### src/rtl/iewk_pkg.sv
// iewk_pkg: shared constants and types for the irq enable / wake block
package iewk_pkg;

    // ------------------------------------------------------------------
    // register map (byte addresses on apb)
    // ------------------------------------------------------------------
    localparam logic [7:0]  IEWK_ADDR_IE     = 8'h00;
    localparam logic [7:0]  IEWK_ADDR_FLAGS  = 8'h04;
    localparam logic [7:0]  IEWK_ADDR_PWR    = 8'h08;
    localparam logic [7:0]  IEWK_ADDR_STAT   = 8'h0C;

    // interrupt_enable field positions
    localparam int IEWK_BIT_GATE = 7;
    localparam int IEWK_BIT_RSVD = 6;
    localparam int IEWK_NSRC     = 6;
    localparam logic [7:0]  IEWK_IE_RESET    = 8'h00;
    localparam logic [7:0]  IEWK_IE_WMASK    = 8'hBF;

    // flag register positions (write 1 to clear)
    localparam int IEWK_FLG_T0   = 0;
    localparam int IEWK_FLG_T1   = 1;
    localparam int IEWK_FLG_T2W  = 2;
    localparam int IEWK_FLG_T2P  = 3;
    localparam logic [3:0]  IEWK_FLG_RESET   = 4'h0;

    // power control bits
    localparam int IEWK_PWR_IDLE = 0;
    localparam int IEWK_PWR_PD   = 1;

    // source index in the enable register
    localparam int IEWK_SRC_X0   = 0;
    localparam int IEWK_SRC_T0   = 1;
    localparam int IEWK_SRC_X1   = 2;
    localparam int IEWK_SRC_T1   = 3;
    localparam int IEWK_SRC_SP   = 4;
    localparam int IEWK_SRC_T2   = 5;

    // ------------------------------------------------------------------
    // machine cycle timing
    // ------------------------------------------------------------------
    localparam logic [3:0]  IEWK_MC_LAST     = 4'hB;   // 12 phases, 24 osc periods
    localparam logic [3:0]  IEWK_PH_EARLY    = 4'h3;   // state 2 phase 2
    localparam logic [3:0]  IEWK_PH_LATE     = 4'h9;   // state 5 phase 2
    localparam logic [1:0]  IEWK_RST_GUARD   = 2'h2;   // two machine cycles

    // power mode states
    typedef enum logic [2:0] {
        IEWK_RUN  = 3'b001,
        IEWK_IDLE = 3'b010,
        IEWK_PD   = 3'b100
    } iewk_mode_t;

    // interrupt source events from the peripherals
    typedef struct packed {
        logic t0_wrap;
        logic t1_wrap;
        logic t2_wrap;
        logic t2_pin;
        logic uart;
    } iewk_src_t;

    // pin control outputs during low power
    typedef struct packed {
        logic ale;
        logic fetch;
        logic p0_oe;
        logic p2_addr;
    } iewk_pins_t;

endpackage

### src/rtl/iewk_osc_div.sv
// iewk_osc_div: divide-by-two oscillator stage and machine phase counter
`timescale 1ns/10ps
`default_nettype none
module iewk_osc_div
    import iewk_pkg::*;
(
    // clock and reset
    input  wire logic       clock,
    input  wire logic       rst,
    // oscillator gating
    input  wire logic       osc_run,
    // timing outputs
    output logic            state_en,
    output logic [3:0]      phase_q,
    output logic            mc_end
);

    // ------------------------------------------------------------------
    // divider
    // ------------------------------------------------------------------
    logic half_q;

    // toggle stage: output rate ignores the input duty cycle
    always_ff @(posedge clock) begin
        if (rst) begin
            half_q <= 1'b0;
        end else if (osc_run) begin
            half_q <= ~half_q;
        end
    end

    assign state_en = osc_run & half_q;

    // phase counter wraps once per machine cycle
    always_ff @(posedge clock) begin
        if (rst) begin
            phase_q <= 4'h0;
        end else if (state_en) begin
            phase_q <= (phase_q == IEWK_MC_LAST) ? 4'h0 : phase_q + 4'h1;
        end
    end

    assign mc_end = state_en & (phase_q == IEWK_MC_LAST);

endmodule
`default_nettype wire

### src/rtl/iewk_top.sv
// iewk_top: interrupt enable gating, timer flag timing and low power modes
//
// What this block does
// - six vectors: two pins, three timers, serial
// - global gate bit 7 blocks every request
// - per source enable bits 5 down to 0
// - timer 2 request is wrap OR pin
// - timer 2 flags cleared only by software
// - timer 0/1 flags late, polled next cycle
// - timer 2 flag early, polled same cycle
// - clocking through a divide-by-two stage
// - idle halts cpu, peripherals and state kept
// - idle ends on enabled interrupt or reset
// - reset out of idle blocks ram briefly
// - power-down stops oscillator, keeps state
// - power-down ends on reset or pin interrupt
// - reset out of power-down restores registers
// - strobe and port states per low power mode
`timescale 1ns/10ps
`default_nettype none
module iewk_top
    import iewk_pkg::*;
(
    // clock and reset
    input  wire logic       clock,
    input  wire logic       rst,
    // apb slave
    input  wire logic       psel,
    input  wire logic       penable,
    input  wire logic       pwrite,
    input  wire logic [7:0] paddr,
    input  wire logic [31:0] pwdata,
    output logic            pready,
    output logic [31:0]     prdata,
    output logic            pslverr,
    // interrupt sources (same clock domain peripherals)
    input  wire iewk_src_t  src,
    // external interrupt pins (asynchronous)
    input  wire logic       irq_pin0,
    input  wire logic       irq_pin1,
    // memory configuration
    input  wire logic       ext_program,
    // cpu side
    output logic [5:0]      irq_req,
    output logic            cpu_run,
    output logic            ram_block,
    output logic            osc_running,
    // pin control
    output iewk_pins_t      pins
);

    // ------------------------------------------------------------------
    // oscillator and machine timing
    // ------------------------------------------------------------------
    iewk_mode_t  mode_q;
    logic        state_en;
    logic [3:0]  phase_q;
    logic        mc_end;
    logic        osc_run;

    assign osc_run = (mode_q != IEWK_PD);

    iewk_osc_div u_div (
        .clock    (clock),
        .rst      (rst),
        .osc_run  (osc_run),
        .state_en (state_en),
        .phase_q  (phase_q),
        .mc_end   (mc_end)
    );

    wire at_late  = state_en & (phase_q == IEWK_PH_LATE);
    wire at_early = state_en & (phase_q == IEWK_PH_EARLY);

    // ------------------------------------------------------------------
    // pin synchronisers
    // ------------------------------------------------------------------
    logic [1:0] pin_m_q;
    logic [1:0] pin_s_q;

    // two flops before any logic looks at the pins
    always_ff @(posedge clock) begin
        if (rst) begin
            pin_m_q <= 2'h0;
            pin_s_q <= 2'h0;
        end else begin
            pin_m_q <= {irq_pin1, irq_pin0};
            pin_s_q <= pin_m_q;
        end
    end

    // ------------------------------------------------------------------
    // apb decode
    // ------------------------------------------------------------------
    wire acc      = psel & penable;
    wire wr       = acc & pwrite;
    wire hit_ie   = (paddr == IEWK_ADDR_IE);
    wire hit_flg  = (paddr == IEWK_ADDR_FLAGS);
    wire hit_pwr  = (paddr == IEWK_ADDR_PWR);
    wire hit_stat = (paddr == IEWK_ADDR_STAT);
    wire hit_any  = hit_ie | hit_flg | hit_pwr | hit_stat;

    assign pready  = 1'b1;
    assign pslverr = acc & ~hit_any;

    // ------------------------------------------------------------------
    // interrupt_enable register
    // ------------------------------------------------------------------
    logic [7:0] ie_q;
    logic [7:0] ie_d;

    // bit 6 is not stored, so a stray one from software cannot stick
    assign ie_d = (wr & hit_ie) ? (pwdata[7:0] & IEWK_IE_WMASK) : ie_q;

    // reset restores the register, including a power-down exit
    always_ff @(posedge clock) begin
        if (rst) begin
            ie_q <= IEWK_IE_RESET;
        end else begin
            ie_q <= ie_d;
        end
    end

    // ------------------------------------------------------------------
    // timer flags
    // ------------------------------------------------------------------
    logic [3:0] flg_q;
    logic [3:0] flg_d;
    logic [3:0] flg_set;
    logic [3:0] flg_clr;
    logic [1:0] t01_pend_q;

    // timer 0/1 wrap remembered until the next late phase
    always_ff @(posedge clock) begin
        if (rst) begin
            t01_pend_q <= 2'h0;
        end else begin
            t01_pend_q <= (t01_pend_q | {src.t1_wrap, src.t0_wrap})
                          & ~{2{at_late}};
        end
    end

    // a late set and a software clear in one cycle: the set wins
    assign flg_set[IEWK_FLG_T0]  = at_late & (t01_pend_q[0] | src.t0_wrap);
    assign flg_set[IEWK_FLG_T1]  = at_late & (t01_pend_q[1] | src.t1_wrap);
    assign flg_set[IEWK_FLG_T2W] = src.t2_wrap;
    assign flg_set[IEWK_FLG_T2P] = src.t2_pin;
    assign flg_clr = (wr & hit_flg) ? pwdata[3:0] : 4'h0;
    assign flg_d   = flg_set | (flg_q & ~flg_clr);

    always_ff @(posedge clock) begin
        if (rst) begin
            flg_q <= IEWK_FLG_RESET;
        end else begin
            flg_q <= flg_d;
        end
    end

    // ------------------------------------------------------------------
    // polling samples
    // ------------------------------------------------------------------
    logic [1:0] t01_poll_q;
    logic       t2_poll_q;

    // timer 0/1 seen at next machine cycle; timer 2 within the same one
    always_ff @(posedge clock) begin
        if (rst) begin
            t01_poll_q <= 2'h0;
            t2_poll_q  <= 1'b0;
        end else begin
            if (mc_end) begin
                t01_poll_q <= {flg_q[IEWK_FLG_T1], flg_q[IEWK_FLG_T0]};
            end
            if (at_early | mc_end) begin
                t2_poll_q <= flg_q[IEWK_FLG_T2W]
                             | flg_q[IEWK_FLG_T2P];
            end
        end
    end

    // ------------------------------------------------------------------
    // request gating
    // ------------------------------------------------------------------
    logic [5:0] raw;

    assign raw[IEWK_SRC_X0] = ~pin_s_q[0];
    assign raw[IEWK_SRC_T0] = t01_poll_q[0];
    assign raw[IEWK_SRC_X1] = ~pin_s_q[1];
    assign raw[IEWK_SRC_T1] = t01_poll_q[1];
    assign raw[IEWK_SRC_SP] = src.uart;
    assign raw[IEWK_SRC_T2] = t2_poll_q;

    logic [5:0] gated;

    // each source passes only with its enable and the global gate
    genvar gi;
    generate
        for (gi = 0; gi < IEWK_NSRC; gi++) begin : g_src
            assign gated[gi] = raw[gi] & ie_q[gi]
                               & ie_q[IEWK_BIT_GATE];
        end
    endgenerate

    logic [5:0] irq_q;

    // registered request lines to the cpu
    always_ff @(posedge clock) begin
        if (rst) begin
            irq_q <= 6'h00;
        end else begin
            irq_q <= gated;
        end
    end
    assign irq_req = irq_q;

    // ------------------------------------------------------------------
    // power modes
    // ------------------------------------------------------------------
    wire req_idle  = wr & hit_pwr & pwdata[IEWK_PWR_IDLE];
    wire req_pd    = wr & hit_pwr & pwdata[IEWK_PWR_PD];
    wire any_wake  = |gated;
    wire pin_wake  = gated[IEWK_SRC_X0] | gated[IEWK_SRC_X1];

    iewk_mode_t mode_d;

    // power-down takes precedence when both bits are written
    always_comb begin
        mode_d = mode_q;
        case (mode_q)
            IEWK_RUN: begin
                if (req_pd) begin
                    mode_d = IEWK_PD;
                end else if (req_idle) begin
                    mode_d = IEWK_IDLE;
                end
            end
            IEWK_IDLE: begin
                if (any_wake) begin
                    mode_d = IEWK_RUN;
                end
            end
            IEWK_PD: begin
                if (pin_wake) begin
                    mode_d = IEWK_RUN;
                end
            end
            default: begin
                mode_d = IEWK_RUN;
            end
        endcase
    end

    always_ff @(posedge clock) begin
        if (rst) begin
            mode_q <= IEWK_RUN;
        end else begin
            mode_q <= mode_d;
        end
    end

    // ------------------------------------------------------------------
    // reset out of idle: brief ram guard
    // ------------------------------------------------------------------
    logic       was_idle_q;
    logic [1:0] guard_q;

    // remembers idle across reset so the guard can start after release
    always_ff @(posedge clock) begin
        if (rst) begin
            guard_q <= 2'h0;
        end else if (was_idle_q) begin
            guard_q <= IEWK_RST_GUARD;
        end else if (mc_end && guard_q != 2'h0) begin
            guard_q <= guard_q - 2'h1;
        end
    end

    // set by a reset edge that finds idle and held for the rest of that
    // reset, since mode is already back to run after the first reset edge
    always_ff @(posedge clock) begin
        if (rst) begin
            if (mode_q == IEWK_IDLE) begin
                was_idle_q <= 1'b1;
            end
        end else begin
            was_idle_q <= 1'b0;
        end
    end

    assign ram_block = (guard_q != 2'h0);

    // ------------------------------------------------------------------
    // status read back
    // ------------------------------------------------------------------
    logic [31:0] rd_mux;
    logic [31:0] prdata_q;

    assign rd_mux = hit_ie   ? {24'h000000, ie_q} :
                    hit_flg  ? {28'h0000000, flg_q} :
                    hit_pwr  ? {29'h0, mode_q} :
                    hit_stat ? {26'h0, irq_q} : 32'h00000000;

    always_ff @(posedge clock) begin
        if (rst) begin
            prdata_q <= 32'h00000000;
        end else if (psel & ~penable & ~pwrite) begin
            prdata_q <= rd_mux;
        end
    end
    assign prdata = prdata_q;

    // ------------------------------------------------------------------
    // cpu and pin controls
    // ------------------------------------------------------------------
    assign cpu_run     = (mode_q == IEWK_RUN);
    assign osc_running = osc_run;

    logic [3:0] pins_q;

    // idle drives strobes high, power-down low; port 0 floats externally
    always_ff @(posedge clock) begin
        if (rst) begin
            pins_q <= 4'h3;
        end else begin
            pins_q[3] <= (mode_q != IEWK_PD);
            pins_q[2] <= (mode_q != IEWK_PD);
            pins_q[1] <= ~(ext_program & (mode_q != IEWK_RUN));
            pins_q[0] <= ext_program & (mode_q != IEWK_PD);
        end
    end
    assign pins = pins_q;

endmodule
`default_nettype wire

### config.mk
export PLATFORM = sky130hd
export DESIGN_NAME = iewk_top
export DESIGN_NICKNAME = d
export VERILOG_FILES = /design/src/rtl/iewk_pkg.sv /design/src/rtl/iewk_osc_div.sv /design/src/rtl/iewk_top.sv
export SDC_FILE = /design/constraint.sdc
export NUM_CORES = 1
export LEC_CHECK = 0
export BUFFER_PORTS_ARGS = -buffer_cell sky130_fd_sc_hd__buf_2
export CAP_MARGIN = 20
export CORE_UTILIZATION = 40
export CTS_BUF_LIST = sky130_fd_sc_hd__clkbuf_16
export CTS_CLUSTER_SIZE = 10
export DETAILED_ROUTE_END_ITERATION = 8
export GPL_ROUTABILITY_DRIVEN = 1
export PLACE_DENSITY_LB_ADDON = 0.12
export SLEW_MARGIN = 25
export SYNTH_ARGS = -nofsm -noshare
export SYNTH_HDL_FRONTEND = slang
export SYNTH_SLANG_ARGS = --single-unit
### constraint.sdc
create_clock -name clock -period 2.6 [get_ports clock]
set_clock_uncertainty 0.05 [all_clocks]
set_input_delay 0.78 -clock clock [delete_from_list [all_inputs] [get_ports clock]]
set_output_delay 0.78 -clock clock [all_outputs]
set_load 0.02 [all_outputs]
==> impl_metrics.yaml, run 1 <==
outcome:
  status: "complete, but fails checks"
  violations: "setup timing"
pwr:
  clkPwrFrac_pct: 41.4
  p_switching_uw: 360
  design_power_total_uw: 1490
  ir_worst_vdd_v: 0.000308
  p_leak_uw: 0.00108
  p_comb_share_pct: 8.6
  seqPwrFrac_pct: 50.0
  p_int_uw: 1130
  switching_share_pct: 24.2
  power_density_nw_per_um2: 587
hold_path:
  min_from: "pin_m_q[1]"
  hold_end: "pin_s_q[1]"
  hold_depth: 1
  hp-class: "reg2reg"
grt:
  antenna_found_initial: 0
  grt.busiest_layer: "met2"
  grtUsageMet2_pct: 30.2
  track_usage_pct: 17.8
  grt_max_degree: 21
  grt-ovfl-total: 0
  gr-usage-met3_pct: 5.56
  use_met1_pct: 21.3
  grt_pass1_wl_um: 7330
  grt_pass1_vias: 1586
worst_setup_path:
  ff2ff_setup_slack_ns: 0.79
  worstPathArrival_ns: 2.01
  end_kind: "output pin"
  crit_path_start_kind: "input port"
  worstReg2RegStart: "mode_q[2]"
  reg2reg_to: "mode_q[1]"
  cp_max_fo: 2
  timing_worst_setup_path_type: "in2out"
  cp_data_required_time_ns: 1.77
  worst_r2r_path_depth: 6
sta:
  hold_viol_final: 0
  fin_ws_ns: -0.237
  finalCritPeriodShare_pct: 109
  max_freq_ghz: 0.353
  min_period_ns: 2.84
  rsz0062_at_grt: "yes"
  setup_viol: 1
  final_max_slew_viol_count: 0
routing:
  drt-vias-per-instance: 4.64
  drtPass1Iterations: 4
  ant_nets: 0
  drt-initial-drc-count: 86
  detail_route.wl_per_cell_um: 12.3
  vias: 1721
  drc_errors: 0
  drt_wl_total_um: 4570
yosys:
  yosysSeqAreaShare_pct: 43.7
  ys_types: 39
  yosys_warnings: 0
  synth_seq_cells: 47
  synthCells: 250
  syn_area_um2: 2150
  syn_avg_cell_area_um2: 8.60
clock_tree:
  cts_setup_buffers: 0
  clkTransAtPathRegs_ns: 0.06
  cts_tree: "built"
  clock-root-buffer: "clkbuf_16"
  hold_buffers: 0
  clk_latency_ns: 0.29
  cts_buffers: 5
  clock_sinks: 47
  cts_max_level: 2
  clk_path_buf_depth: 2
cells_and_area:
  final_cell_mix: "dfxtp_1 (47), buf_2 (46), nor2_1 (29)"
  drive_gt1_share_pct: 24.3
  instances_no_fill: 371
  synthToLayoutAreaGrowth_pct: 17.9
  diodes: 0
  layout.nets: 356
  fin_area_um2: 2530
  layout_commonest_cell: "dfxtp_1"
floorplan:
  start_util_pct: 41.8
  dieWidth_um: 75.3
  ios: 100
  die_h_um: 75.3
  core_area_um2: 5140
  dieArea_um2: 5670
  num_rows: 26
place:
  dp.cells: 363
  place_area_um2: 2380
  detailed_place_hpwl_um: 3470
  gp_congestion: 0.794
  port-buffer-count: 48
job:
  maxCapViolations: 0
==> area by class of cell <==
cell class	count	area, um^2
fillers	524	2610
multi-input cells	177	1010
flip-flops and latches	47	941
repair buffers	55	305
clock buffers	5	125
well taps	70	87.6
inverters	14	52.6
clock inverters	3	15.0
==> state kept, by name (all words and copies together), names as in the netlist, 3 cells and up <==
| signal | flops |
|---|---|
| flg_q | 4 |
| ie_q | 7 |
| irq_req | 6 |
| mode_q | 3 |
| pins | 3 |
| prdata | 7 |
| u_div.phase_q | 4 |
==> worst max path at each step <==
stage	cells after the start	endpoint	slack, ns	startpoint
6_report	5	pslverr	-0.24	paddr[6]
5_1_grt	5	pslverr	-0.26	paddr[6]
4_1_cts	5	pslverr	-0.28	paddr[6]
3_5_place_dp	5	pslverr	-0.30	paddr[5]
3_3_place_gp	5	pslverr	-0.30	paddr[5]
2_1_floorplan	3	pslverr	-0.14	paddr[5]
==> repair_timing <==
action,CTS,global route
gates resized for setup,3,0
pin swaps,3,1
setup endpoints to repair,1,1
==> kinds of logic after synthesis <==
group	synth area share (%)
muxes	4.54
DFF	43.7
AOI/OAI and AO/OA	12.3
adders and majority gates	1.75
other	0.349
and+or+nand+nor	22.7
xor gates and xnor gates	0.815
buffers and inverters	13.8
==> worst max-delay path, cell delays in order <==
cell    delay [ns]
buf_6         0.09
or4_4         0.52
or3_4         0.34
and3_4        0.16
buf_6         0.12
==> power by group through the flow <==
stage | clock [uW] | sequential, uW | combinational (uW)
final | 616 | 743 | 127
after global routing | 659 | 745 | 142
after CTS | 624 | 744 | 128
after detailed placement | 0 | 760 | 126
after global placement | 0 | 759 | 125
after floorplan | 0 | 759 | 115
==> through the flow <==
stage | setup WS, ns | util, % | hold WS [ns] | setup TNS, ns
5_1_grt | -0.259 | 49.3 | 0.415 | -0.259
6_report | -0.237 | 49.3 | 0.389 | -0.237
3_3_place_gp | -0.298 | 46.3 | 0.372 | -0.298
3_5_place_dp | -0.299 | 46.3 | 0.381 | -0.299
4_1_cts | -0.279 | 49.3 | 0.396 | -0.279
2_1_floorplan | -0.140 | - | 0.364 | -0.140
==> synthesized netlist by cell type <==
cell | instances | area (um^2)
nand4_1 | 2 | 12.5
inv_1 | 14 | 52.6
or4_4 | 1 | 11.3
a22oi_1 | 7 | 52.6
nor2_4 | 1 | 11.3
o211ai_1 | 2 | 15.0
a311oi_1 | 1 | 8.76
clkbuf_1 | 7 | 26.3
o221a_2 | 1 | 11.3
nor3_1 | 10 | 50.1
nand2_1 | 21 | 78.8
buf_4 | 27 | 203
conb_1 | 2 | 7.51
nand3b_1 | 1 | 7.51
buf_6 | 1 | 11.3
buf_1 | 1 | 3.75
ha_1 | 3 | 37.5
and2_1 | 2 | 12.5
mux2i_1 | 3 | 30.0
nor4_1 | 1 | 6.26
nor2_1 | 29 | 109
a211oi_1 | 2 | 15.0
and3_1 | 2 | 12.5
o21ai_0 | 7 | 35.0
or3_1 | 1 | 6.26
or3_4 | 1 | 11.3
nor2b_1 | 6 | 37.5
nand2b_1 | 3 | 18.8
o2111a_1 | 1 | 11.3
nand3_1 | 12 | 60.1
nor3b_1 | 2 | 15.0
nor4_4 | 1 | 21.3
xnor2_1 | 2 | 17.5
a31oi_1 | 2 | 12.5
a21oi_1 | 19 | 95.1
dfxtp_1 | 47 | 941
o2bb2ai_1 | 1 | 8.76
nand2_2 | 1 | 6.26
mux4_2 | 3 | 67.6
==> metal layers <==
layer,share of wire [%],up-vias,wire length [um]
li1,-,901,-
met1,48,775,2170
met2,46,38,2100
met3,5.2,7,238
met4,1.3,0,60
met5,0,-,0
(Power assumes the default switching activity.)
==> run 2: changes to the inputs <==
--- a/config.mk
+++ b/config.mk
@@ -5,9 +5,12 @@
 export SDC_FILE = /design/constraint.sdc
 export NUM_CORES = 1
 export LEC_CHECK = 0
+export ABC_AREA = 1
 export BUFFER_PORTS_ARGS = -buffer_cell sky130_fd_sc_hd__buf_2
 export CAP_MARGIN = 20
-export CORE_UTILIZATION = 40
+export CELL_PAD_IN_SITES_DETAIL_PLACEMENT = 1
+export CELL_PAD_IN_SITES_GLOBAL_PLACEMENT = 2
+export CORE_UTILIZATION = 22
 export CTS_BUF_LIST = sky130_fd_sc_hd__clkbuf_16
 export CTS_CLUSTER_SIZE = 10
 export DETAILED_ROUTE_END_ITERATION = 8
==> impl_metrics.yaml, run 2 <==
outcome:
  status: "complete, no violations"
grt:
  grt_pass1_wl_um: 9590
  antenna_found_initial: 0
  grt_max_degree: 24
  track_usage_pct: 12.1
  grt_pass1_vias: 1928
  grt-ovfl-total: 0
yosys:
  syn_area_um2: 2260
  synth_commonest_cells: "dfxtp_1 (47), nand2_1 (46), nor2_1 (37), buf_4 (27), inv_1 (27)"
  synth_area_leaders: "dfxtp_1 (42%), buf_4 (9.0%), nand2_1 (7.6%)"
  synth-main-ff-cell: "dfxtp_1"
  synth_top_cell_area_share_pct: 41.5
  syn_avg_cell_area_um2: 7.38
  synth-edff-count: 0
  yosys_warnings: 0
  synth_seq_cells: 47
  synth_most_common_cell: "dfxtp_1"
  ys_types: 30
  async_flop_share_pct: 0
  synthCells: 307
  yosysSeqAreaShare_pct: 41.5
  synth_largest_area_cell: "dfxtp_1"
cells_and_area:
  instances_no_fill: 495
  layout.nets: 417
  final_cell_mix: "buf_2 (48), dfxtp_1 (47), nand2_1 (46)"
  drive_gt1_share_pct: 24.6
  synthToLayoutAreaGrowth_pct: 22.8
  multiInputGateArea_um2: 1050
  diodes: 0
  fin_area_um2: 2780
  nFillCells: 1227
  seqCellArea_um2: 941
  layout_commonest_cell: "buf_2"
floorplan:
  die_h_um: 103
  dieArea_um2: 10700
  core_area_um2: 9860
  num_rows: 36
  ios: 100
  dieWidth_um: 103
  start_util_pct: 23.0
sta:
  final_max_slew_viol_count: 0
  max_freq_ghz: 0.408
  hold_viol_final: 0
  tns_ns: 0
  finalCritPeriodShare_pct: 94.3
  setup_viol: 0
  rsz0062_at_grt: "no"
  min_period_ns: 2.45
place:
  dp.cells: 487
  gp_congestion: 0.689
  detailed_place_hpwl_um: 4790
  place_area_um2: 2590
  port-buffer-count: 48
routing:
  drt-initial-drc-count: 43
  ant_nets: 0
  drt-vias-per-instance: 4.01
  drt_wl_total_um: 5980
  drc_errors: 0
  vias: 1985
  detail_route.wl_per_cell_um: 12.1
  drtPass1Iterations: 3
clock_tree:
  clk_latency_ns: 0.28
  clock_sinks: 47
  cts_setup_buffers: 0
  cts_buffers: 5
  clk_path_buf_depth: 2
  clkTransAtPathRegs_ns: 0.06
  clock-root-buffer: "clkbuf_16"
  cts_max_level: 2
  hold_buffers: 0
  ctsResizeCount: 0
  cts_tree: "built"
hold_path:
  hp-class: "reg2reg"
  min_from: "pin_m_q[0]"
worst_setup_path:
  cp_data_required_time_ns: 1.77
  critPathMaxStageDelay_ns: 0.20
  end_kind: "output pin"
  crit_chain: "buf_2 > nor2_2 > nand2_2 > inv_2 > nand2_1 > nand3_1 > nor4_2 > buf_2"
  worstReg2RegStart: "u_div.phase_q[0]"
  cp_common_cell: "buf_2"
  crit_path_start_kind: "input port"
  worstPathArrival_ns: 1.62
  slowest_stage: "buf_2"
  timing_worst_setup_path_type: "in2out"
  cp_max_fo: 4
  cp-startpoint: "paddr[7]"
job:
  maxCapViolations: 0
pwr:
  ir_worst_vdd_v: 0.000243
  power_density_nw_per_um2: 660
  design_power_total_uw: 1830
  p_leak_uw: 0.00130
[run 2: cell count changes in the layout (fill, tap and decap cells not counted), moves of 6 or more]
| cell | change |
|---|---|
| nand2_1 | +25 |
| o21ai_1 | +19 |
| inv_1 | +14 |
| nand3_1 | +12 |
| inv_2 | +10 |
| nor2_1 | +8 |
| a22oi_1 | -7 |
| a21oi_1 | +6 |
| nor2_2 | +6 |
| nor2b_1 | -6 |
| nor3_1 | -6 |
[run 2: cell families after synthesis]
| kind of cell | synth area share (%) |
|---|---|
| flip-flops | 41.5 |
| buffers and inverters | 16.4 |
| AO/OA/AOI/OAI | 12.1 |
| AND/OR/NAND/NOR | 27.6 |
| other | 0.332 |
| adder cells (fa/ha/maj) | 1.66 |
| XOR/XNOR | 0.387 |
[run 2: path summary, 6_finish.rpt]
path	endpoint	slack, ns	cells past startpoint
max reg2reg	guard_q[1]	1.14	10
min reg2reg	pin_s_q[0]	0.35	2
min	pin_s_q[0]	0.35	2
max	pslverr	0.15	8
[run 2: cell type report]
| type | instances | share of cell area, % |
|---|---|---|
| clock buffers | 5 | 4.50 |
| well taps | 133 | 5.99 |
| repair buffers | 55 | 10.5 |
| inverters | 38 | 5.13 |
| flip-flops and latches | 47 | 33.8 |
| clock inverters | 3 | 2.30 |
| multi-input cells | 214 | 37.7 |
[run 2: power by group]
part / leakage, uW / switching, uW / internal, uW / total, uW
Sequential: 0.000383 / 18.4 / 751 / 769
Combinational: 0.000819 / 169 / 73.5 / 242
Clock: 0.0000952 / 275 / 548 / 823
[run 2: through the flow]
stage	setup WS (ns)	hold WS, ns	utilization (%)
CTS	0.145	0.356	28.2
floorplan	0.172	0.338	-
global placement	0.141	0.346	26.3
finish	0.149	0.352	28.2
global route	0.0496	0.375	28.2
detailed placement	0.146	0.349	26.3
[run 2: routing by layer]
| layer | wire length (um) | track usage (%) |
|---|---|---|
| met2 | 2850 | 20.9 |
| met5 | 0 | 0 |
| met1 | 2840 | 15.1 |
| met3 | 240 | 2.62 |
| met4 | 48 | 3.25 |
[run 2: critical path, delay by kind of cell]
| family | cells | cell delay (ns) |
|---|---|---|
| AND/OR/NAND/NOR | 5 | 0.49 |
| buffers and inverters | 3 | 0.34 |
